File: src/kbs_pkg.sv
`default_nettype none
package kbs_pkg;
	// Register byte offsets
	localparam logic [7:0]  OFS_ROW_SEL  = 8'h04;
	localparam logic [7:0]  OFS_COL_IN   = 8'h08;
	localparam logic [7:0]  OFS_COL_STS  = 8'h0C;
	localparam logic [7:0]  OFS_COL_IEN  = 8'h10;
	localparam logic [7:0]  OFS_EXT_CTL  = 8'h14;
	// Row select and external control field positions
	localparam int          POS_SEL_LSB  = 0;
	localparam int          POS_ALL      = 5;
	localparam int          POS_DIS      = 6;
	localparam int          POS_INV      = 7;
	localparam int          POS_PD_EN    = 0;
	// Reset values and highest row index
	localparam logic [4:0]  RST_SEL      = 5'h00;
	localparam logic        RST_DIS      = 1'b1;
	localparam logic [7:0]  RST_IEN      = 8'h00;
	localparam logic [4:0]  ROW_MAX      = 5'h11;
	// Predrive high time
	localparam int          CLK_NS       = 50;
	localparam int          PD_NS        = 100;
	localparam logic [1:0]  PD_CYC       = 2'((PD_NS + CLK_NS - 1) / CLK_NS);

	typedef enum logic [2:0] {
		ST_LP   = 3'h1,
		ST_SCAN = 3'h2,
		ST_PRED = 3'h4
	} kbs_st_t;

	typedef struct packed {
		kbs_st_t     st;
		logic [7:0]  col_meta;
		logic [7:0]  col_sync;
		logic [7:0]  col_prev;
		logic [4:0]  sel;
		logic        all;
		logic        dis;
		logic        inv;
		logic        pd_en;
		logic [7:0]  sts;
		logic [7:0]  ien;
		logic        irq;
		logic        armed;
		logic        wake;
		logic [17:0] low;
		logic [17:0] pd_rows;
		logic [1:0]  pd_cnt;
		logic [31:0] rdata;
		logic [17:0] out;
		logic [17:0] oe;
	} kbs_regs_t;
endpackage : kbs_pkg
`default_nettype wire

File: src/kbs_scan.sv
`default_nettype none
module kbs_scan
	import kbs_pkg::*;
(
	input  wire logic        CORE_CLK,
	input  wire logic        RESET,
	input  wire logic        PSEL,
	input  wire logic        PENABLE,
	input  wire logic        PWRITE,
	input  wire logic [7:0]  PADDR,
	input  wire logic [31:0] PWDATA,
	output var  logic [31:0] PRDATA,
	output logic             PREADY,
	output logic             PSLVERR,
	input  wire logic [7:0]  COLUMN_SENSE_IN,
	output var  logic [17:0] ROW_DRIVE_OUT,
	output var  logic [17:0] ROW_DRIVE_OE,
	input  wire logic        BUS_CLK_STOPPED,
	output var  logic        SCAN_RUNTIME_IRQ,
	output var  logic        SCAN_WAKE_IRQ,
	output logic             SLEEP_INHIBIT
);
	kbs_regs_t   r;
	kbs_regs_t   n;
	logic [7:0]  fall;
	logic [17:0] tgt;
	logic [17:0] rel;
	logic        wr;

	// Mapped offset check
	function automatic logic addr_ok(input logic [7:0] a);
		addr_ok = (a == OFS_ROW_SEL) || (a == OFS_COL_IN) || (a == OFS_COL_STS) ||
			(a == OFS_COL_IEN) || (a == OFS_EXT_CTL);
	endfunction : addr_ok

	// Rows to pull low from select, all, invert and disable
	function automatic logic [17:0] row_low(input kbs_regs_t s);
		logic [17:0] v;
		v = 18'h00000;
		if (s.dis) begin
			v = 18'h00000;
		end else if (s.sel > ROW_MAX) begin
			v = s.inv ? 18'h3FFFF : 18'h00000;
		end else if (s.all) begin
			v = s.inv ? 18'h00000 : 18'h3FFFF;
		end else if (!s.inv) begin
			v = 18'h00001 << s.sel;
		end
		row_low = v;
	endfunction : row_low

	assign wr = PSEL & PENABLE & PWRITE;
	assign fall = r.col_prev & ~r.col_sync;
	assign tgt = row_low(r);
	assign rel = r.low & ~tgt;

	// Zero-wait access; unmapped offsets raise an error
	assign PREADY = 1'b1;
	assign PSLVERR = PSEL & PENABLE & ~addr_ok(PADDR);
	assign SLEEP_INHIBIT = (r.st != ST_LP);

	// Next-state logic
	always_comb begin
		n = r;
		// Two-stage column synchroniser
		n.col_meta = COLUMN_SENSE_IN;
		n.col_sync = r.col_meta;
		n.col_prev = r.col_sync;
		// Register writes
		if (wr) begin
			case (PADDR)
				OFS_ROW_SEL: begin
					n.sel = PWDATA[POS_SEL_LSB +: 5];
					n.all = PWDATA[POS_ALL];
					n.dis = PWDATA[POS_DIS];
					n.inv = PWDATA[POS_INV];
				end
				OFS_COL_STS: begin
					n.sts = r.sts & ~PWDATA[7:0];
				end
				OFS_COL_IEN: begin
					n.ien = PWDATA[7:0];
				end
				OFS_EXT_CTL: begin
					n.pd_en = PWDATA[POS_PD_EN];
				end
				default: begin
					n.sts = r.sts;
				end
			endcase
		end
		// Falling edge sets status, winning over a clear
		n.sts = n.sts | fall;
		// Runtime interrupt with re-arm on all columns high
		n.irq = (|(r.sts & r.ien)) & (r.irq | r.armed);
		if (r.irq) begin
			n.armed = 1'b0;
		end
		if (&r.col_sync) begin
			n.armed = 1'b1;
		end
		// Wake request while bus clock is stopped
		if (BUS_CLK_STOPPED && |(fall & r.ien)) begin
			n.wake = 1'b1;
		end else if (!BUS_CLK_STOPPED) begin
			n.wake = 1'b0;
		end
		// Row drive and predrive of released rows
		n.low = tgt;
		if (r.dis) begin
			n.pd_rows = 18'h00000;
			n.pd_cnt = 2'h0;
		end else if (r.pd_en && |rel) begin
			n.pd_rows = (r.pd_rows | rel) & ~tgt;
			n.pd_cnt = PD_CYC;
		end else if (r.pd_cnt != 2'h0) begin
			n.pd_rows = r.pd_rows & ~tgt;
			n.pd_cnt = r.pd_cnt - 2'h1;
		end else begin
			n.pd_rows = 18'h00000;
		end
		n.oe = tgt | n.pd_rows;
		n.out = n.pd_rows;
		// Power state follows activity
		if (r.dis) begin
			n.st = ST_LP;
		end else if (|n.pd_rows) begin
			n.st = ST_PRED;
		end else if (|tgt) begin
			n.st = ST_SCAN;
		end else begin
			n.st = ST_LP;
		end
		// Read data captured in the setup phase
		if (PSEL && !PENABLE && !PWRITE) begin
			case (PADDR)
				OFS_ROW_SEL: n.rdata = {24'h000000, r.inv, r.dis, r.all, r.sel};
				OFS_COL_IN:  n.rdata = {24'h000000, r.col_sync};
				OFS_COL_STS: n.rdata = {24'h000000, r.sts};
				OFS_COL_IEN: n.rdata = {24'h000000, r.ien};
				OFS_EXT_CTL: n.rdata = {31'h00000000, r.pd_en};
				default:     n.rdata = 32'h00000000;
			endcase
		end
	end

	// State register, all fields to defaults on reset
	always_ff @(posedge CORE_CLK or posedge RESET) begin
		if (RESET) begin
			r <= '{st: ST_LP, col_meta: 8'hFF, col_sync: 8'hFF, col_prev: 8'hFF,
				sel: RST_SEL, all: 1'b0, dis: RST_DIS, inv: 1'b0, pd_en: 1'b0,
				sts: 8'h00, ien: RST_IEN, irq: 1'b0, armed: 1'b1, wake: 1'b0,
				low: 18'h00000, pd_rows: 18'h00000, pd_cnt: 2'h0,
				rdata: 32'h00000000, out: 18'h00000, oe: 18'h00000};
		end else begin
			r <= n;
		end
	end

	// Outputs from flops
	assign PRDATA = r.rdata;
	assign ROW_DRIVE_OUT = r.out;
	assign ROW_DRIVE_OE = r.oe;
	assign SCAN_RUNTIME_IRQ = r.irq;
	assign SCAN_WAKE_IRQ = r.wake;

	AST_STS_SET: assert property (@(posedge CORE_CLK) disable iff (RESET)
		##1 ((r.sts & $past(fall)) == $past(fall)))
		else $error("status bit missed a falling edge");

	AST_IRQ_CAUSE: assert property (@(posedge CORE_CLK) disable iff (RESET)
		r.irq |-> $past(|(r.sts & r.ien)))
		else $error("runtime irq without enabled status");

	AST_IRQ_REARM: assert property (@(posedge CORE_CLK) disable iff (RESET)
		(!r.irq && !r.armed) |=> !r.irq)
		else $error("runtime irq reasserted before columns high");

	AST_WAKE_SET: assert property (@(posedge CORE_CLK) disable iff (RESET)
		(BUS_CLK_STOPPED && |(fall & r.ien)) |=> SCAN_WAKE_IRQ)
		else $error("wake not raised on enabled edge");

	AST_WAKE_CLR: assert property (@(posedge CORE_CLK) disable iff (RESET)
		!BUS_CLK_STOPPED |=> !SCAN_WAKE_IRQ)
		else $error("wake held with clock running");

	AST_DIS_LP: assert property (@(posedge CORE_CLK) disable iff (RESET)
		r.dis |=> (r.st == ST_LP) && (ROW_DRIVE_OE == 18'h00000))
		else $error("disabled block not in low power");

	AST_DRIVE_INHIBIT: assert property (@(posedge CORE_CLK) disable iff (RESET)
		|(ROW_DRIVE_OE & ~ROW_DRIVE_OUT) |-> SLEEP_INHIBIT)
		else $error("row driven low without sleep inhibit");

	AST_PREDRIVE: assert property (@(posedge CORE_CLK) disable iff (RESET)
		(r.pd_en && !r.dis && |rel) |=>
		((ROW_DRIVE_OE & ROW_DRIVE_OUT & $past(rel)) == $past(rel & ~tgt)))
		else $error("released row not predriven high");

	AST_DIS_NO_LOW: assert property (@(posedge CORE_CLK) disable iff (RESET)
		r.dis |-> (tgt == 18'h00000))
		else $error("disabled block selects a row");

	AST_LP_NO_DRIVE: assert property (@(posedge CORE_CLK) disable iff (RESET)
		(r.st == ST_LP) |-> (ROW_DRIVE_OE == 18'h00000))
		else $error("low power state with rows driven");

	AST_LP_NO_INHIBIT: assert property (@(posedge CORE_CLK) disable iff (RESET)
		(r.st == ST_LP) |-> !SLEEP_INHIBIT)
		else $error("sleep inhibited in low power");

	AST_SCAN_INHIBIT: assert property (@(posedge CORE_CLK) disable iff (RESET)
		(r.st == ST_SCAN) |-> SLEEP_INHIBIT)
		else $error("scanning without sleep inhibit");

	AST_ONE_ROW: assert property (@(posedge CORE_CLK) disable iff (RESET)
		(!r.dis && !r.all && !r.inv && (r.sel <= ROW_MAX)) |=> $onehot(r.low))
		else $error("single row select drives other rows");

	AST_INV_NONE: assert property (@(posedge CORE_CLK) disable iff (RESET)
		(!r.dis && r.inv && (r.sel <= ROW_MAX)) |=> (r.low == 18'h00000))
		else $error("inverted select still drives a row low");

	AST_ALL_LOW: assert property (@(posedge CORE_CLK) disable iff (RESET)
		(!r.dis && r.all && !r.inv && (r.sel <= ROW_MAX)) |=> (r.low == 18'h3FFFF))
		else $error("all rows select missed a row");

	AST_OVER_INV: assert property (@(posedge CORE_CLK) disable iff (RESET)
		(!r.dis && r.inv && (r.sel > ROW_MAX)) |=> (r.low == 18'h3FFFF))
		else $error("over range inverted select missed a row");

	AST_LOW_ROWS: assert property (@(posedge CORE_CLK) disable iff (RESET)
		##1 ((ROW_DRIVE_OE & ~ROW_DRIVE_OUT) == $past(tgt)))
		else $error("rows driven low differ from selection");

	AST_OUT_IN_OE: assert property (@(posedge CORE_CLK) disable iff (RESET)
		((ROW_DRIVE_OUT & ~ROW_DRIVE_OE) == 18'h00000))
		else $error("row high value without output enable");

	AST_NO_PD_OFF: assert property (@(posedge CORE_CLK) disable iff (RESET)
		(!r.pd_en && (r.pd_cnt == 2'h0)) |=> ((ROW_DRIVE_OE & ROW_DRIVE_OUT) == 18'h00000))
		else $error("row driven high without predrive");

	AST_PD_CNT_MAX: assert property (@(posedge CORE_CLK) disable iff (RESET)
		(r.pd_cnt <= PD_CYC))
		else $error("predrive counter above its load value");

	AST_PD_END: assert property (@(posedge CORE_CLK) disable iff (RESET)
		((r.pd_cnt == 2'h0) && !(r.pd_en && |rel)) |=> (r.pd_rows == 18'h00000))
		else $error("predrive outlasted its count");

	AST_PRED_STATE: assert property (@(posedge CORE_CLK) disable iff (RESET)
		(|r.pd_rows) |-> (r.st == ST_PRED))
		else $error("predriving outside predrive state");

	AST_ST_ONEHOT: assert property (@(posedge CORE_CLK) disable iff (RESET)
		$onehot(r.st))
		else $error("power state not one hot");

	AST_IRQ_DROP: assert property (@(posedge CORE_CLK) disable iff (RESET)
		(r.irq && !(|(r.sts & r.ien))) |=> !r.irq)
		else $error("runtime irq held without enabled status");

	AST_IRQ_RISE: assert property (@(posedge CORE_CLK) disable iff (RESET)
		$rose(r.irq) |-> $past(r.armed))
		else $error("runtime irq raised while not armed");

	AST_STS_CLEAR: assert property (@(posedge CORE_CLK) disable iff (RESET)
		(wr && (PADDR == OFS_COL_STS)) |=> ((r.sts & $past(PWDATA[7:0] & ~fall)) == 8'h00))
		else $error("status bit survived write one clear");

	AST_STS_HOLD: assert property (@(posedge CORE_CLK) disable iff (RESET)
		(!(wr && (PADDR == OFS_COL_STS)) && (fall == 8'h00)) |=> (r.sts == $past(r.sts)))
		else $error("status changed without edge or clear");

	AST_IEN_WRITE: assert property (@(posedge CORE_CLK) disable iff (RESET)
		(wr && (PADDR == OFS_COL_IEN)) |=> (r.ien == $past(PWDATA[7:0])))
		else $error("interrupt enable write lost");

	AST_WAKE_HOLD: assert property (@(posedge CORE_CLK) disable iff (RESET)
		(BUS_CLK_STOPPED && r.wake) |=> r.wake)
		else $error("wake dropped while clock stopped");

	AST_WAKE_CAUSE: assert property (@(posedge CORE_CLK) disable iff (RESET)
		$rose(r.wake) |-> $past(BUS_CLK_STOPPED))
		else $error("wake raised with clock running");

	AST_SYNC_STAGE: assert property (@(posedge CORE_CLK) disable iff (RESET)
		##1 (r.col_sync == $past(r.col_meta)))
		else $error("second synchroniser stage skipped");

	AST_PREV_STAGE: assert property (@(posedge CORE_CLK) disable iff (RESET)
		##1 (r.col_prev == $past(r.col_sync)))
		else $error("edge detect stage skipped");

	AST_RD_COLIN: assert property (@(posedge CORE_CLK) disable iff (RESET)
		(PSEL && !PENABLE && !PWRITE && (PADDR == OFS_COL_IN)) |=>
		(PRDATA == {24'h000000, $past(r.col_sync)}))
		else $error("column read data wrong");

	AST_DIS_WRITE: assert property (@(posedge CORE_CLK) disable iff (RESET)
		(wr && (PADDR == OFS_ROW_SEL)) |=> (r.dis == $past(PWDATA[POS_DIS])))
		else $error("scan disable write lost");

	AST_PD_EN_WRITE: assert property (@(posedge CORE_CLK) disable iff (RESET)
		(wr && (PADDR == OFS_EXT_CTL)) |=> (r.pd_en == $past(PWDATA[POS_PD_EN])))
		else $error("predrive enable write lost");

	AST_SYNC_LAT: assert property (@(posedge CORE_CLK) disable iff (RESET)
		##3 (r.col_sync == $past(COLUMN_SENSE_IN, 2)))
		else $error("column synchroniser latency wrong");

	AST_BAD_ADDR: assert property (@(posedge CORE_CLK) disable iff (RESET)
		(PSEL && PENABLE && !addr_ok(PADDR)) |-> PSLVERR)
		else $error("unmapped access without error");
endmodule : kbs_scan
`default_nettype wire

File: config.mk
export PLATFORM = sky130hd
export DESIGN_NAME = kbs_scan
export DESIGN_NICKNAME = d
export VERILOG_FILES = /design/src/kbs_pkg.sv /design/src/kbs_scan.sv
export SDC_FILE = /design/constraint.sdc
export NUM_CORES = 1
export LEC_CHECK = 0
export ABC_CLOCK_PERIOD_IN_PS = 5250
export BUFFER_PORTS_ARGS = -buffer_cell sky130_fd_sc_hd__clkbuf_2
export CORE_ASPECT_RATIO = 0.75
export CORE_MARGIN = 2
export CORE_UTILIZATION = 45
export DETAILED_ROUTE_END_ITERATION = 16
export PLACE_DENSITY = 0.68
export SKIP_LAST_GASP = 1
export SLEW_MARGIN = 25
export SYNTH_ARGS = -nofsm -noshare
export SYNTH_HDL_FRONTEND = slang
export SYNTH_SLANG_ARGS = --single-unit
export TNS_END_PERCENT = 5
File: constraint.sdc
create_clock -name CORE_CLK -period 5.25 [get_ports CORE_CLK]
set_input_delay 1.05 -clock CORE_CLK [delete_from_list [all_inputs] [get_ports CORE_CLK]]
set_output_delay 1.05 -clock CORE_CLK [all_outputs]
set_load 0.02 [all_outputs]
==> out/results.txt <==
Internal power: 1.75 mW
Share of cells above drive strength 1: 29.2%
Initial antenna violation count: 0
Max stage delay cell, worst path: o31a_1
H-tree Lvls: 4
Drt wl/cell: 18.0 um
Vias per inst: 5.61
Worst hold path type: reg2reg
Post-synthesis mux area share: 4.82%
Routed via count: 4414
GPL Wtd Cong: 0.945
Leakage Power: 3.17 nW
Clk Latency, worst-skew pair: 0.42 ns
DRT Wirelength: 14200 um
First-pass GRT wire length: 23300 um
DP Wirelength: 10300 um
Status: completed
Critical path cell sequence: nor3b_1 -> a31oi_1 -> a22oi_1 -> nand4_1 -> o31a_1 -> a32o_2 -> o21bai_1 -> or4_4 -> or2_1
Crit path capture: r[160]
Mapped Cells: 572
Clock Power Share: 47.1%
Compound-Gate Fraction of Synth Area: 17.4%
Post-DRT Antenna Nets: 0
DR pass1 iterations: 5
Critical path class: reg2reg
CTS root buf: clkbuf_16
Post-synth EDFFs: 0
Net switching power of the design: 637 uW
Headroom to the max-slew limit: 41.1%
# rows: 36
VDD IR max: 212 uV
Ant. Diodes: 0
# setup viols final: 0
Skew final: 0.0102 ns
Final Hold Fails: 0
FF-to-FF End: r[160]
Worst Setup SP: r[131]
Synth-to-Final Area Change: 11.3%
Highest clock rate: 0.235 GHz
CP Max Fanout: 15
Post-synthesis sequential area ratio: 50.7%
Total grt overflow: 0
Ports: 127
R2r worst-path depth: 9
Fin crit share: 81.0%
Xor/xnor share of the synthesized area: 0.147%
IO Port Bufs: 77
Die Y: 104 um
DR iter-0 viols: 466
R2R Setup Slk: 1.0 ns
Pin count of the biggest net entering global routing: 71
Post-Place Setup Slack: 1.06 ns
Remaining DRCs: 0
Worst slew pin tran: 0.883 ns
Number of hold buffers added after CTS: 0
Die width: 137 um
Critical path data required time: 5.55 ns
PostCTS Resize Cnt: 0
Sw frac: 26.7%
Worst EP arrival: 4.55 ns
Initial Util: 46.0%
Yosys warning total: 0
Critical Path End Type: register
Clock sink count: 119
TritonCTS clock tree: yes
Number of synthesized register bits: 119
All-layer global routing usage: 21.6%
Fraction of the mapped netlist area in simple logic gates: 14.7%
Post-Synthesis Cell Area: 5940 um2
Ys async rst share: 100%
Vias in the first global route: 4231
Die area: 14100 um2
Max-Cap Viols: 0
Count of cell types in the netlist: 68
Worst-case clock buffer depth: 2
Commonest non-fill, non-tap cell in the layout: dfrtp_1
Crit-path max cell delay: 0.67 ns
Setup slack after layout: 0.998 ns
Syn avg cell area: 10.4 um2
Worst-path clk slew: 0.06 ns
Net total in the final layout: 658
Post-Synth Adder-Cell Area: 0.211%
Fin. max-slew vios: 0
RSZ-0062 raised after global routing: no
Ys flop type: dfrtp_1
CTS Buf Count: 17
Largest family of logic cells by synthesized area: compound AO/OA/AOI/OAI gates
Min Tclk post-route: 4.25 ns
Total setup buffers inserted after CTS: 0
Critical R2R Launch: r[131]
Core ar.: 12900 um2
P per Cell Area: 361 nW/um2
Combinational share of power: 11.3%
Sequential share of power: 41.6%
Setup TNS: 0 ns
Crit path launch type: register
Commonest cells after routing, fill and taps aside: 92 x dfrtp_1, 77 x clkbuf_2, 52 x nor2_1
logic make-up after synthesis:
kind of cell	count (synthesis)
fa+ha+maj	1
simple gates	168
other cells	2
mux	26
buf+inv	110
flops	119
xor+xnor	1
compound gates	145
how the worst min path moves through the flow:
stage,from,endpoint,cells after the start,slack [ns]
2_1_floorplan,n[142],n[134],0,0.35
3_3_place_gp,n[149],n[141],0,0.35
3_5_place_dp,n[145],n[137],0,0.35
4_1_cts,n[145],n[137],0,0.35
5_1_grt,n[145],n[137],0,0.36
6_report,n[145],n[137],0,0.35
final cells by class:
type,instances,area (um2)
Inverter,18,70.1
Sequential cell,119,3010
Fill cell,1168,6320
Timing Repair Buffer,81,415
Clock inverter,10,95.1
Tap cell,171,214
Multi-Input combinational cell,366,2320
Clock buffer,22,484
synthesized netlist by cell type, types with 3 or more instances:
library cell,instances,share of area [%]
dfstp_2,27,12
clkbuf_1,13,0.82
nand3b_1,6,0.76
nor2_1,52,3.3
nand3_1,6,0.51
mux2i_1,5,0.84
nand4_1,6,0.63
nor3b_1,3,0.38
o311ai_0,10,1.5
dfrtp_1,92,39
o21ai_0,19,1.6
inv_1,18,1.1
a22oi_1,20,2.5
o31a_1,3,0.44
or2_2,8,0.84
o21a_1,4,0.51
nor3_1,8,0.67
buf_6,3,0.57
o21bai_1,4,0.51
nor2b_1,16,1.7
mux2_2,21,4.0
nand2_1,34,2.1
nand2b_1,8,0.84
a22o_1,8,1.2
buf_2,4,0.34
or3_1,4,0.42
a31oi_1,8,0.84
a21o_1,10,1.3
buf_4,70,8.8
a311oi_1,3,0.44
a21oi_1,31,2.6
power groups by stage:
stage	Combinational, mW	Clock, mW	Sequential, mW
2_1_floorplan	0.231	0	0.996
3_3_place_gp	0.262	0	1.01
3_5_place_dp	0.270	0	1.01
4_1_cts	0.270	1.14	0.993
5_1_grt	0.299	1.18	0.997
6_report	0.270	1.12	0.993
state kept, by name, indices dropped and copies added (netlist names):
register,cells
r,57
ROW_DRIVE_OE,18
ROW_DRIVE_OUT,18
n,16
PRDATA,8
SCAN_RUNTIME_IRQ,1
SCAN_WAKE_IRQ,1
worst max-delay path, delay by kind of cell (launching register included):
| family | cells | cell delay (ns) |
|---|---|---|
| simple gates | 4 | 1.85 |
| flops | 1 | 0.60 |
| compound gates | 5 | 1.68 |
through the flow:
step                      cells  utilization (%)  hold WS [ns]  cell area, um2  power (mW)
final                       787             51.1         0.354            6610        2.39
after global routing        787             51.1         0.356            6610        2.48
after CTS                   787             51.1         0.355            6610        2.40
after detailed placement    755             46.7         0.347            6030        1.28
after global placement      755             46.6         0.345            6020        1.27
after floorplan             595                -         0.345            6030        1.23
routing by layer:
| metal | global-route usage [%] | routed length [um] |
|---|---|---|
| met1 | 33.1 | 6710 |
| met2 | 27.7 | 5760 |
| met3 | 7.68 | 1550 |
| met4 | 7.44 | 183 |
| met5 | 0 | 0 |
No activity file was read; power rests on OpenSTA's default activity.
